===== src/core/crs_pkg.sv =====
package crs_pkg;

   // ==========================================================
   // Widths and register numbers
   localparam int unsigned XLEN = 32;
   localparam int unsigned NUM_GPR = 16;
   localparam int unsigned GPR_SEL_W = 4;
   localparam logic [3:0] IDX_REG_NUM = 4'h0;
   localparam logic [3:0] SP_REG_NUM = 4'hF;

   // ==========================================================
   // Status word layout and reset values
   localparam int unsigned SR_IMASK_LSB = 4;
   localparam int unsigned SR_IMASK_W = 4;
   localparam logic [3:0] SR_IMASK_RESET = 4'hF;
   localparam logic [31:0] SR_IMPL_MASK = 32'h0000_03F3;
   localparam logic [31:0] SR_RESET = 32'h0000_00F0;
   localparam logic [31:0] VBR_RESET = 32'h0000_0000;
   localparam logic [31:0] DATA_RESET = 32'h0000_0000;

   // ==========================================================
   // Vector table and address steps
   localparam logic [31:0] VEC_PC_OFS = 32'h0000_0000;
   localparam logic [31:0] VEC_SP_OFS = 32'h0000_0004;
   localparam logic [31:0] STACK_SLOT = 32'h0000_0004;
   localparam logic [31:0] INSTR_STEP = 32'h0000_0002;

   // ==========================================================
   // Encodings
   typedef enum logic [1:0] {
      CRS_SZ_BYTE = 2'h0,
      CRS_SZ_WORD = 2'h1,
      CRS_SZ_LONG = 2'h2
   } crs_size_t;

   typedef enum logic [1:0] {
      CRS_CTL_SR = 2'h0,
      CRS_CTL_GBR = 2'h1,
      CRS_CTL_VBR = 2'h2
   } crs_ctl_t;

   typedef enum logic [2:0] {
      CRS_ST_FETCH_PC = 3'h1,
      CRS_ST_FETCH_SP = 3'h2,
      CRS_ST_RUN = 3'h4
   } crs_state_t;

endpackage


===== src/core/crs_regs.sv =====
`timescale 1ns/1ns
// Summary of operation
// - Sixteen general, three control, four system registers.
// - General register zero doubles as index register.
// - Register fifteen is stack pointer for exceptions.
// - Global base supplies peripheral access base address.
// - Vector base locates exception and interrupt vectors.
// - Multiply-accumulate pair holds multiply results.
// - Return link holds subroutine return address.
// - Program counter holds executing program address.
// - Reset loads stack pointer from vector table.
// - Reset sets interrupt mask ones, reserved zero.
// - Reset loads program counter from vector table.
// - Byte and word loads are sign-extended.
module crs_regs (
   input wire logic clk_sys_i,
   input wire logic rst_n_i,
   output logic vec_rd_req_o,
   output logic [31:0] vec_rd_addr_o,
   input wire logic vec_rd_valid_i,
   input wire logic [31:0] vec_rd_data_i,
   output logic init_done_o,
   input wire logic [3:0] rd_a_sel_i,
   input wire logic [3:0] rd_b_sel_i,
   output logic [31:0] rd_a_data_o,
   output logic [31:0] rd_b_data_o,
   input wire logic wr_we_i,
   input wire logic [3:0] wr_sel_i,
   input wire logic [31:0] wr_data_i,
   input wire logic ld_we_i,
   input wire logic [3:0] ld_sel_i,
   input wire crs_pkg::crs_size_t ld_size_i,
   input wire logic [31:0] ld_data_i,
   input wire logic sp_dec_i,
   input wire logic sp_inc_i,
   input wire logic ctl_we_i,
   input wire crs_pkg::crs_ctl_t ctl_sel_i,
   input wire logic [31:0] ctl_data_i,
   input wire logic mac_we_i,
   input wire logic [31:0] mac_high_i,
   input wire logic [31:0] mac_low_i,
   input wire logic pr_we_i,
   input wire logic [31:0] pr_data_i,
   input wire logic pc_load_i,
   input wire logic [31:0] pc_target_i,
   input wire logic pc_step_i,
   input wire logic [31:0] gbr_disp_i,
   input wire logic [7:0] vec_num_i,
   output logic [31:0] index_reg_o,
   output logic [31:0] stack_pointer_reg_o,
   output logic [31:0] status_word_o,
   output logic [3:0] interrupt_mask_bits_o,
   output logic [31:0] global_base_reg_o,
   output logic [31:0] vector_base_reg_o,
   output logic [31:0] mul_acc_high_o,
   output logic [31:0] mul_acc_low_o,
   output logic [31:0] return_link_reg_o,
   output logic [31:0] program_counter_o,
   output logic [31:0] gbr_ea_o,
   output logic [31:0] vec_ea_o
);
   import crs_pkg::*;

   crs_state_t state_q, state_d;
   logic req_q, req_d;
   logic [31:0] vaddr_q, vaddr_d;
   logic run, take_pc, take_sp;
   logic [31:0] ld_ext;
   logic [31:0] gpr_view [NUM_GPR];
   logic [31:0] rda_q, rda_d, rdb_q, rdb_d;
   logic [31:0] sr_q, sr_d, gbr_q, gbr_d, vbr_q, vbr_d;
   logic [31:0] mul_acc_high_q, mul_acc_high_d, mul_acc_low_q, mul_acc_low_d, pr_q, pr_d;
   logic [31:0] pc_q, pc_d, gea_q, gea_d, vea_q, vea_d;

   // ==========================================================
   // Reset vector fetch sequencer
   always_comb begin
      state_d = state_q;
      req_d = req_q;
      vaddr_d = vaddr_q;
      take_pc = 1'b0;
      take_sp = 1'b0;
      case (state_q)
         CRS_ST_FETCH_PC: begin
            if (vec_rd_valid_i) begin
               take_pc = 1'b1;
               vaddr_d = vbr_q + VEC_SP_OFS;
               state_d = CRS_ST_FETCH_SP;
            end
         end
         CRS_ST_FETCH_SP: begin
            if (vec_rd_valid_i) begin
               take_sp = 1'b1;
               req_d = 1'b0;
               state_d = CRS_ST_RUN;
            end
         end
         CRS_ST_RUN: begin
            req_d = 1'b0;
         end
         default: begin
            state_d = CRS_ST_FETCH_PC;
            req_d = 1'b1;
            vaddr_d = VEC_PC_OFS;
         end
      endcase
   end

   always_ff @(posedge clk_sys_i) begin
      if (!rst_n_i) begin
         state_q <= CRS_ST_FETCH_PC;
         req_q <= 1'b1;
         vaddr_q <= VEC_PC_OFS;
      end else begin
         state_q <= state_d;
         req_q <= req_d;
         vaddr_q <= vaddr_d;
      end
   end

   // Pipeline writes are ignored until both vectors are in
   assign run = (state_q == CRS_ST_RUN);

   // ==========================================================
   // General registers
   crs_load_ext u_load_ext (
      .size_i(ld_size_i),
      .data_i(ld_data_i),
      .ext_o(ld_ext)
   );

   for (genvar g = 0; g < NUM_GPR; g++) begin : g_gpr
      logic [31:0] q, d;
      always_comb begin
         d = q;
         if (4'(g) == SP_REG_NUM) begin
            if (take_sp) begin
               d = vec_rd_data_i;
            end else if (run && sp_dec_i) begin
               d = q - STACK_SLOT;
            end else if (run && sp_inc_i) begin
               d = q + STACK_SLOT;
            end
         end
         if (run && wr_we_i && wr_sel_i == 4'(g)) begin
            d = wr_data_i;
         end
         // Load beats the other ports on the same register
         if (run && ld_we_i && ld_sel_i == 4'(g)) begin
            d = ld_ext;
         end
      end
      // Zeroed at reset only to keep simulation free of X
      always_ff @(posedge clk_sys_i) begin
         if (!rst_n_i) begin
            q <= DATA_RESET;
         end else begin
            q <= d;
         end
      end
      assign gpr_view[g] = q;
   end

   // Read ports are registered; same-cycle writes are not bypassed
   always_comb begin
      rda_d = gpr_view[rd_a_sel_i];
      rdb_d = gpr_view[rd_b_sel_i];
   end

   // ==========================================================
   // Control, system and address registers
   always_comb begin
      sr_d = sr_q;
      gbr_d = gbr_q;
      vbr_d = vbr_q;
      mul_acc_high_d = mul_acc_high_q;
      mul_acc_low_d = mul_acc_low_q;
      pr_d = pr_q;
      pc_d = pc_q;
      if (run && ctl_we_i) begin
         case (ctl_sel_i)
            CRS_CTL_SR: sr_d = ctl_data_i & SR_IMPL_MASK;
            CRS_CTL_GBR: gbr_d = ctl_data_i;
            CRS_CTL_VBR: vbr_d = ctl_data_i;
            default: sr_d = sr_q;
         endcase
      end
      if (run && mac_we_i) begin
         mul_acc_high_d = mac_high_i;
         mul_acc_low_d = mac_low_i;
      end
      if (run && pr_we_i) begin
         pr_d = pr_data_i;
      end
      if (take_pc) begin
         pc_d = vec_rd_data_i;
      end else if (run && pc_load_i) begin
         pc_d = pc_target_i;
      end else if (run && pc_step_i) begin
         pc_d = pc_q + INSTR_STEP;
      end
      gea_d = gbr_q + gbr_disp_i;
      vea_d = vbr_q + {22'h000000, vec_num_i, 2'h0};
   end

   always_ff @(posedge clk_sys_i) begin
      if (!rst_n_i) begin
         sr_q <= SR_RESET;
         gbr_q <= DATA_RESET;
         vbr_q <= VBR_RESET;
         mul_acc_high_q <= DATA_RESET;
         mul_acc_low_q <= DATA_RESET;
         pr_q <= DATA_RESET;
         pc_q <= DATA_RESET;
         gea_q <= DATA_RESET;
         vea_q <= DATA_RESET;
         rda_q <= DATA_RESET;
         rdb_q <= DATA_RESET;
      end else begin
         sr_q <= sr_d;
         gbr_q <= gbr_d;
         vbr_q <= vbr_d;
         mul_acc_high_q <= mul_acc_high_d;
         mul_acc_low_q <= mul_acc_low_d;
         pr_q <= pr_d;
         pc_q <= pc_d;
         gea_q <= gea_d;
         vea_q <= vea_d;
         rda_q <= rda_d;
         rdb_q <= rdb_d;
      end
   end

   // ==========================================================
   // Outputs
   assign vec_rd_req_o = req_q;
   assign vec_rd_addr_o = vaddr_q;
   assign init_done_o = state_q[2];
   assign rd_a_data_o = rda_q;
   assign rd_b_data_o = rdb_q;
   assign index_reg_o = gpr_view[IDX_REG_NUM];
   assign stack_pointer_reg_o = gpr_view[SP_REG_NUM];
   assign status_word_o = sr_q;
   assign interrupt_mask_bits_o = sr_q[SR_IMASK_LSB +: SR_IMASK_W];
   assign global_base_reg_o = gbr_q;
   assign vector_base_reg_o = vbr_q;
   assign mul_acc_high_o = mul_acc_high_q;
   assign mul_acc_low_o = mul_acc_low_q;
   assign return_link_reg_o = pr_q;
   assign program_counter_o = pc_q;
   assign gbr_ea_o = gea_q;
   assign vec_ea_o = vea_q;
endmodule


===== src/core/crs_load_ext.sv =====
`timescale 1ns/1ns
module crs_load_ext (
   input wire crs_pkg::crs_size_t size_i,
   input wire logic [31:0] data_i,
   output logic [31:0] ext_o
);
   import crs_pkg::*;

   // ==========================================================
   // Sign extension of narrow memory operands
   always_comb begin
      case (size_i)
         CRS_SZ_BYTE: ext_o = {{24{data_i[7]}}, data_i[7:0]};
         CRS_SZ_WORD: ext_o = {{16{data_i[15]}}, data_i[15:0]};
         default: ext_o = data_i;
      endcase
   end

endmodule


===== config.mk =====
export PLATFORM = sky130hd
export DESIGN_NAME = crs_regs
export DESIGN_NICKNAME = d
export VERILOG_FILES = /design/src/core/crs_pkg.sv /design/src/core/crs_regs.sv /design/src/core/crs_load_ext.sv
export SDC_FILE = /design/constraint.sdc
export NUM_CORES = 2
export LEC_CHECK = 0
export BUFFER_PORTS_ARGS = -buffer_cell sky130_fd_sc_hd__buf_2
export CAP_MARGIN = 20
export CORE_AREA = 2 2 307 309
export CTS_CLUSTER_DIAMETER = 30
export DETAILED_ROUTE_END_ITERATION = 8
export DIE_AREA = 0 0 309 311
export PLACE_DENSITY = 0.78
export SYNTH_ARGS = -nofsm -noshare
export SYNTH_HDL_FRONTEND = slang
export SYNTH_HIERARCHICAL = 1
export SYNTH_SLANG_ARGS = --single-unit

===== constraint.sdc =====
create_clock -name clk_sys_i -period 7.05 [get_ports clk_sys_i]
set_input_delay 0.705 -clock clk_sys_i [delete_from_list [all_inputs] [get_ports clk_sys_i]]
set_output_delay 0.705 -clock clk_sys_i [all_outputs]
set_load 0.05 [all_outputs]

After elaboration in Yosys (flattened, before gate mapping)
Index checks and enable logic that the tools add are counted.
Operators by class
  add/subtract/negate cells: 6
  order comparisons: 2
  equal/unequal tests: 38
  multiplexer cells: 55
  bitwise gates (word level): 5
  reductions and logical operators: 69
Operators with widths (count)
  32-bit 2-to-1 mux: 43
  32-bit binary-select mux with 4-bit select: 2
  32-bit case mux with 2 select lines: 2
  32-bit by 3-bit adder with 32-bit output, second input constant: 2
  4-bit equality test, second input constant: 16
  1-bit logical AND: 41
  32-bit by 10-bit adder with 32-bit output: 1
  32-bit by 2-bit adder with 32-bit output, second input constant: 1
  32-bit adder: 1
  4-bit by 3-bit equality test with 1-bit output, second input constant: 8
  32-bit by 3-bit subtractor with 32-bit output, second input constant: 1
  2-bit nonzero test: 15
  4-bit by 2-bit equality test with 1-bit output, second input constant: 4
  5-bit >= comparator, second input constant: 2
  4-bit NOT with 5-bit output: 2
  2-bit AND reduction: 5
  3-bit case mux with 3 select lines: 1
  4-bit by 1-bit equality test with 1-bit output, second input constant: 2
  4-bit logical NOT: 2
  3-bit 2-to-1 mux: 2
  5-bit nonzero test: 1
  2-bit by 1-bit equality test with 1-bit output, second input constant: 2
  2-bit logical NOT: 2
  1-bit 2-to-1 mux: 4
  10 further kinds: 13
Word-level totals
  register bits after elaboration: 876
  output and inout port bits: 454

Logic depth before layout (Yosys ltp)
  depth after elaboration: 7
  depth in mapped cells: 15
  mapped depth without buffers: 11

By module
The synthesis kept the hierarchy.
Modules (own cells, without submodules)
  crs_regs: instances 1, cells an instance 5011, area each 47413.0 sq um
  crs_load_ext: instances 1, cells an instance 64, area each 426.7 sq um

Least setup slack after synthesis
No wires, ideal clock.
  path kind: input to register
  from: input sp_dec_i
  to: register g_gpr[15].q[30], in the netlist stack_pointer_reg_o[30]
  setup time: 0.131 ns
  data arrival time: 3.533 ns
  required time: 6.919 ns
  setup slack: 3.386 ns
  stages: 15
  buffers on the path: 4
  cells stage by stage: nand4bb_1 > clkbuf_1 > buf_2 > buf_1 > xnor2_1 > ha_1 > clkbuf_1 > or3_1 > a21o_1 > a211oi_1 > nand2_1 > nand3_1 > mux2_2 > o211ai_1 > a31oi_1
Between the ends
  cells in the longest elaborated chain, start to end: 5
  elaborated cells between the ends (all ways): 6
  those cells by class: mux: 4; reduce/logical: 2
Ends and longest elaborated chain
  start, declared: RTL line crs_regs.sv:34  | input wire logic sp_dec_i,
  1-bit logical AND (*): RTL line crs_regs.sv:139  | end else if (run && sp_dec_i) begin
  32-bit 2-to-1 mux: RTL line crs_regs.sv:139
  32-bit 2-to-1 mux: RTL line crs_regs.sv:137  | if (take_sp) begin
  32-bit 2-to-1 mux: RTL line crs_regs.sv:145  | if (run && wr_we_i && wr_sel_i == 4'(g)) begin
  32-bit 2-to-1 mux: RTL line crs_regs.sv:149  | if (run && ld_we_i && ld_sel_i == 4'(g)) begin
  end signal, assigned: RTL line crs_regs.sv:156  | q <= DATA_RESET;
  end signal, assigned: RTL line crs_regs.sv:158  | q <= d;
  end, declared: RTL line crs_regs.sv:133  | logic [31:0] q, d;
Mark *: on every way between the ends. The rest lies on a longest branch, timed or not.
A chain may end at the register's enable or synchronous reset.

Final worst setup path
  from: register state_q[2]
  to: register g_gpr[2].q[9]
Between the ends
  cells in the longest elaborated chain, start to end: 4
  elaborated cells between the ends (all ways): 7
  those cells by class: eq/ne: 1; mux: 1; reduce/logical: 5
Ends and longest elaborated chain
  start, declared: RTL line crs_regs.sv:64  | crs_state_t state_q, state_d;
  start signal, assigned: RTL line crs_regs.sv:115  | state_q <= state_d;
  3-bit equality test (*): RTL line crs_regs.sv:122  | assign run = (state_q == CRS_ST_RUN);
  1-bit logical AND (on tied branches) (2 in series): RTL line crs_regs.sv:149, crs_regs.sv:145
  32-bit 2-to-1 mux / 2-bit nonzero test (equally long branches)
  end signal, assigned: RTL line crs_regs.sv:156
  end signal, assigned: RTL line crs_regs.sv:158
  end, declared: RTL line crs_regs.sv:133
Marked as above.

==> flow_summary.html <==
<table>
<tr><th>Metric</th><th>Value</th></tr>
<tr><th colspan="2">Logic synthesis</th></tr>
<tr><td>Synthesized netlist cell count</td><td>approximately 5.1k</td></tr>
<tr><td>Area leader, netlist</td><td>dfxtp_1</td></tr>
<tr><td>Mean instance size in the synthesized netlist</td><td>9.43 sq um</td></tr>
<tr><td>Sequential fraction of the synthesis area</td><td>0.367</td></tr>
<tr><td>Register bit total from synthesis</td><td>876</td></tr>
<tr><td>Number of enable-type register cells in the synthesized netlist</td><td>0</td></tr>
<tr><td>Most area-consuming cells after synthesis</td><td>dfxtp_1 37%, mux4_2 15%, mux2i_1 10%</td></tr>
<tr><td>Count of warnings emitted by yosys</td><td>6</td></tr>
<tr><td>Fraction of registers with async set/reset</td><td>0</td></tr>
<tr><td>Portion of synthesized cell area occupied by the leading cell type</td><td>0.367</td></tr>
<tr><td>Most used DFF post-synth</td><td>dfxtp_1</td></tr>
<tr><td>Count of cell types in the netlist</td><td>87</td></tr>
<tr><td>Post-synthesis instance area</td><td>47800 sq um</td></tr>
<tr><th colspan="2">Drt</th></tr>
<tr><td>Routed wire length per instance</td><td>29.0 um</td></tr>
<tr><td>DRT iter0 DRCs</td><td>7534</td></tr>
<tr><td>Final wirelength</td><td>203000 um</td></tr>
<tr><td>Via-per-instance ratio</td><td>6.64</td></tr>
<tr><td>Final ANT Viol Nets</td><td>0</td></tr>
<tr><td>DRC violation count after routing</td><td>0</td></tr>
<tr><td>Via Count</td><td>between 40k and 50k</td></tr>
<tr><td>Number of optimization iterations in the first detailed-route pass</td><td>6</td></tr>
<tr><th colspan="2">Clock network</th></tr>
<tr><td>Buffers from clock root to sink, at most</td><td>3</td></tr>
<tr><td>CTS buffer count</td><td>196</td></tr>
<tr><td>Clock-pin slew of the registers on the worst-case setup and hold paths</td><td>0.05 ns</td></tr>
<tr><td>Clock root buffer</td><td>clkbuf_16</td></tr>
<tr><td>Number of buffers inserted by hold repair at cts</td><td>0</td></tr>
<tr><td>Num Clock Sinks</td><td>876</td></tr>
<tr><td>Post-CTS setup buffer count</td><td>0</td></tr>
<tr><td>Insertion delay of the later-clocked pin in the worst-skew pair</td><td>0.81 ns</td></tr>
<tr><td># H-tree levels</td><td>4</td></tr>
<tr><td>TritonCTS clock tree</td><td>yes</td></tr>
<tr><td>Number of resized instances in the post-cts repair step</td><td>0</td></tr>
<tr><th colspan="2">Finish</th></tr>
<tr><td>Finished Core Util</td><td>0.639</td></tr>
<tr><td>Number of standard cells in the final layout excluding fillers</td><td>around 7k</td></tr>
<tr><td>Largest register by flop count</td><td>g_gpr.q</td></tr>
<tr><td>Area occupied by multi-input gates</td><td>roughly 28000 sq um</td></tr>
<tr><td>Nets@finish</td><td>5932</td></tr>
<tr><td>Count of filler cells inserted in the layout</td><td>around 7.3k</td></tr>
<tr><td>Largest register FFs</td><td>448</td></tr>
<tr><td>Area delta synth-&gt;final</td><td>23.9%</td></tr>
<tr><td>FF/Latch Area</td><td>17500 sq um</td></tr>
<tr><td>Share of final-layout standard cells stronger than drive strength 1</td><td>0.277</td></tr>
<tr><th colspan="2">Critical path</th></tr>
<tr><td>Maximum fanout along the worst path</td><td>21</td></tr>
<tr><td>Data arrival, critical path</td><td>4.71 ns</td></tr>
<tr><td>Worst Setup Path Type</td><td>register to register</td></tr>
<tr><td>Worst endpoint required time</td><td>7.71 ns</td></tr>
<tr><td>Element type at the critical path start</td><td>register</td></tr>
<tr><td>Critical Path End Type</td><td>register</td></tr>
<tr><th colspan="2">STA</th></tr>
<tr><td>Final setup violation count</td><td>0</td></tr>
<tr><td>Final clock period utilization by the worst path</td><td>0.575</td></tr>
<tr><td>Max-slew violation count</td><td>0</td></tr>
<tr><td>Setup repair after global routing missed its margin</td><td>no</td></tr>
<tr><td>Total Negative Setup Slacks</td><td>0 ns</td></tr>
<tr><td>Hold violation count in the final report</td><td>0</td></tr>
<tr><td>Maximum clock skew at final layout</td><td>0.0454 ns</td></tr>
<tr><td>Post-layout min period</td><td>4.05 ns</td></tr>
<tr><td>Worst slew pin tran</td><td>1.18 ns</td></tr>
<tr><td>Normalized max-slew margin</td><td>0.207</td></tr>
<tr><td>Highest achievable clock rate</td><td>247 MHz</td></tr>
<tr><th colspan="2">Die</th></tr>
<tr><td>Total I/O pin count</td><td>approximately 780</td></tr>
<tr><td>Die Wd</td><td>between 300 and 400 um</td></tr>
<tr><td>Die Outline Area</td><td>between 90000 and 100000 sq um</td></tr>
<tr><td>Initial Utilization</td><td>0.516</td></tr>
<tr><td>FP Rows</td><td>112</td></tr>
<tr><td>Die Ht</td><td>311 um</td></tr>
<tr><td>Core Area</td><td>92800 sq um</td></tr>
<tr><th colspan="2">Worst hold path</th></tr>
<tr><td>Min-Delay Path Class</td><td>input port to register</td></tr>
<tr><th colspan="2">GRT</th></tr>
<tr><td>Global router's overall resource usage</td><td>0.407</td></tr>
<tr><td>Number of global-route vias before repair</td><td>44.1k</td></tr>
<tr><td>Residual overflow from global routing</td><td>0</td></tr>
<tr><td>Largest net degree at the start of global routing</td><td>193</td></tr>
<tr><td>Initial antenna violation count</td><td>67</td></tr>
<tr><td>First-pass GRT wire length</td><td>~290000 um</td></tr>
<tr><th colspan="2">Place</th></tr>
<tr><td>Placed cells</td><td>6612</td></tr>
<tr><td>DP HPWL</td><td>approximately 130000 um</td></tr>
<tr><td>Final Wtd Congestion</td><td>about 1</td></tr>
<tr><td>Number of port buffers</td><td>757</td></tr>
<tr><th colspan="2">Power and ir drop</th></tr>
<tr><td>Leakage dissipation</td><td>between 20 and 25 nW</td></tr>
<tr><td>PnR Total Power</td><td>~16 mW</td></tr>
<tr><td>Power Density</td><td>272 nW/um^2</td></tr>
<tr><td>Maximum vdd drop</td><td>0.263 mV</td></tr>
<tr><th colspan="2">Flow run</th></tr>
<tr><td>Number of violations of the max-capacitance limit</td><td>0</td></tr>
<tr><th colspan="2">Status</th></tr>
<tr><td>Run status</td><td>complete, no violations</td></tr>
</table>
-- where the power goes --
group	total, mW	internal (mW)	switching [mW]
clock network	10.1	6.79	3.32
logic	0.997	0.265	0.732
registers	5.04	5.00	0.0467
total	16.1	12.1	4.10
-- cells in the mapped netlist, types with 32 or more instances --
master and count:
o21ai_0 80, buf_2 44, a211oi_1 504, inv_1 37, xnor2_1 65, and2_1 83
ha_1 42, buf_1 107, nand4_1 32, buf_4 48, nor3_1 51, a22oi_1 33
xor2_1 46, dfxtp_1 876, a21oi_1 256, mux2i_1 493, nand2_1 486, nand3_1 64
nor2_1 685, clkbuf_1 374, mux4_2 320
-- placed cells by master, fill, tap and decap left out, drive strengths merged, types with 9 or more instances in the layout --
cell / Yosys / final
a31oi: 18 / 18
nor2b: 16 / 16
mux2i: 494 / 494
ha: 42 / 42
xor2: 46 / 46
nor3b: 11 / 11
clkinv: 0 / 51
a211oi: 505 / 505
clkinvlp: 0 / 14
o221ai: 18 / 18
and3: 24 / 24
o211ai: 28 / 28
or3: 13 / 13
buf: 201 / 843
nand2b: 10 / 10
a221oi: 13 / 13
nand2: 486 / 486
and2: 83 / 83
o21a: 9 / 9
nor2: 689 / 689
diode: 0 / 32
o21ai: 82 / 82
nor4: 18 / 18
a21oi: 256 / 256
conb: 1 / 24
nand4: 33 / 33
dfxtp: 876 / 876
bufinv: 0 / 38
a311oi: 20 / 20
o22ai: 15 / 15
a21o: 22 / 22
mux4: 320 / 320
nor3: 55 / 55
xnor2: 65 / 65
a22oi: 33 / 33
nand3: 64 / 64
inv: 38 / 72
clkbuf: 378 / 232
-- routing by layer --
metal	global-route usage	part of all wire	up-vias
li1	-	-	19646
met1	0.482	0.34	22064
met2	0.584	0.42	3812
met3	0.184	0.16	999
met4	0.284	0.078	70
met5	0	0.0022	-
-- path summary, 6_finish.rpt --
kind / start / endpoint / slack (ns) / depth (start not counted)
setup / recovery: state_q[2] / g_gpr[2].q[9] / 3.00 / 8
hold / removal: mac_low_i[3] / mul_acc_low_o[3] / 0.15 / 3
setup reg to reg: state_q[2] / g_gpr[2].q[9] / 3.00 / 8
hold reg to reg: mul_acc_high_o[27] / mul_acc_high_o[27] / 0.45 / 2
-- cells by family after synthesis --
logic type | count (synthesis) | synth area share
AO/OA/AOI/OAI | 1071 | 0.152
XOR/XNOR | 111 | 0.0203
other | 1 | 0.0000784
multiplexers | 819 | 0.255
buffers and inverters | 617 | 0.0539
adder cells (fa/ha/maj) | 44 | 0.0118
AND/OR/NAND/NOR | 1536 | 0.140
flip-flops | 876 | 0.367
-- cell type report --
type | instances | share of cell area
timing repair buffer | 843 | 0.0768
clock inverter | 137 | 0.0355
multi-input combinational | 3605 | 0.473
antenna | 32 | 0.00135
tap | 1254 | 0.0265
sequential | 876 | 0.296
clock buffer | 232 | 0.0886
inverter | 38 | 0.00253
-- worst max-delay path, stage by stage, from the launching register on --
cell and delay, ns:
dfxtp_1 0.63, nor3b_4 0.26, buf_4 0.39, nand2_1 0.20
or3_1 0.51, nor2_4 0.81, buf_4 0.63, mux2i_1 0.17
a211oi_1 0.31
-- per-stage QoR --
stage,instance area (sq um),worst slack (ns),hold WS [ns]
floorplan,47900,3.39,0.458
global placement,51800,3.37,0.439
detailed placement,51800,3.25,0.443
CTS,59100,3.22,0.122
global route,59200,2.87,0.143
finish,59300,3.00,0.152
(Power assumes the default switching activity.)
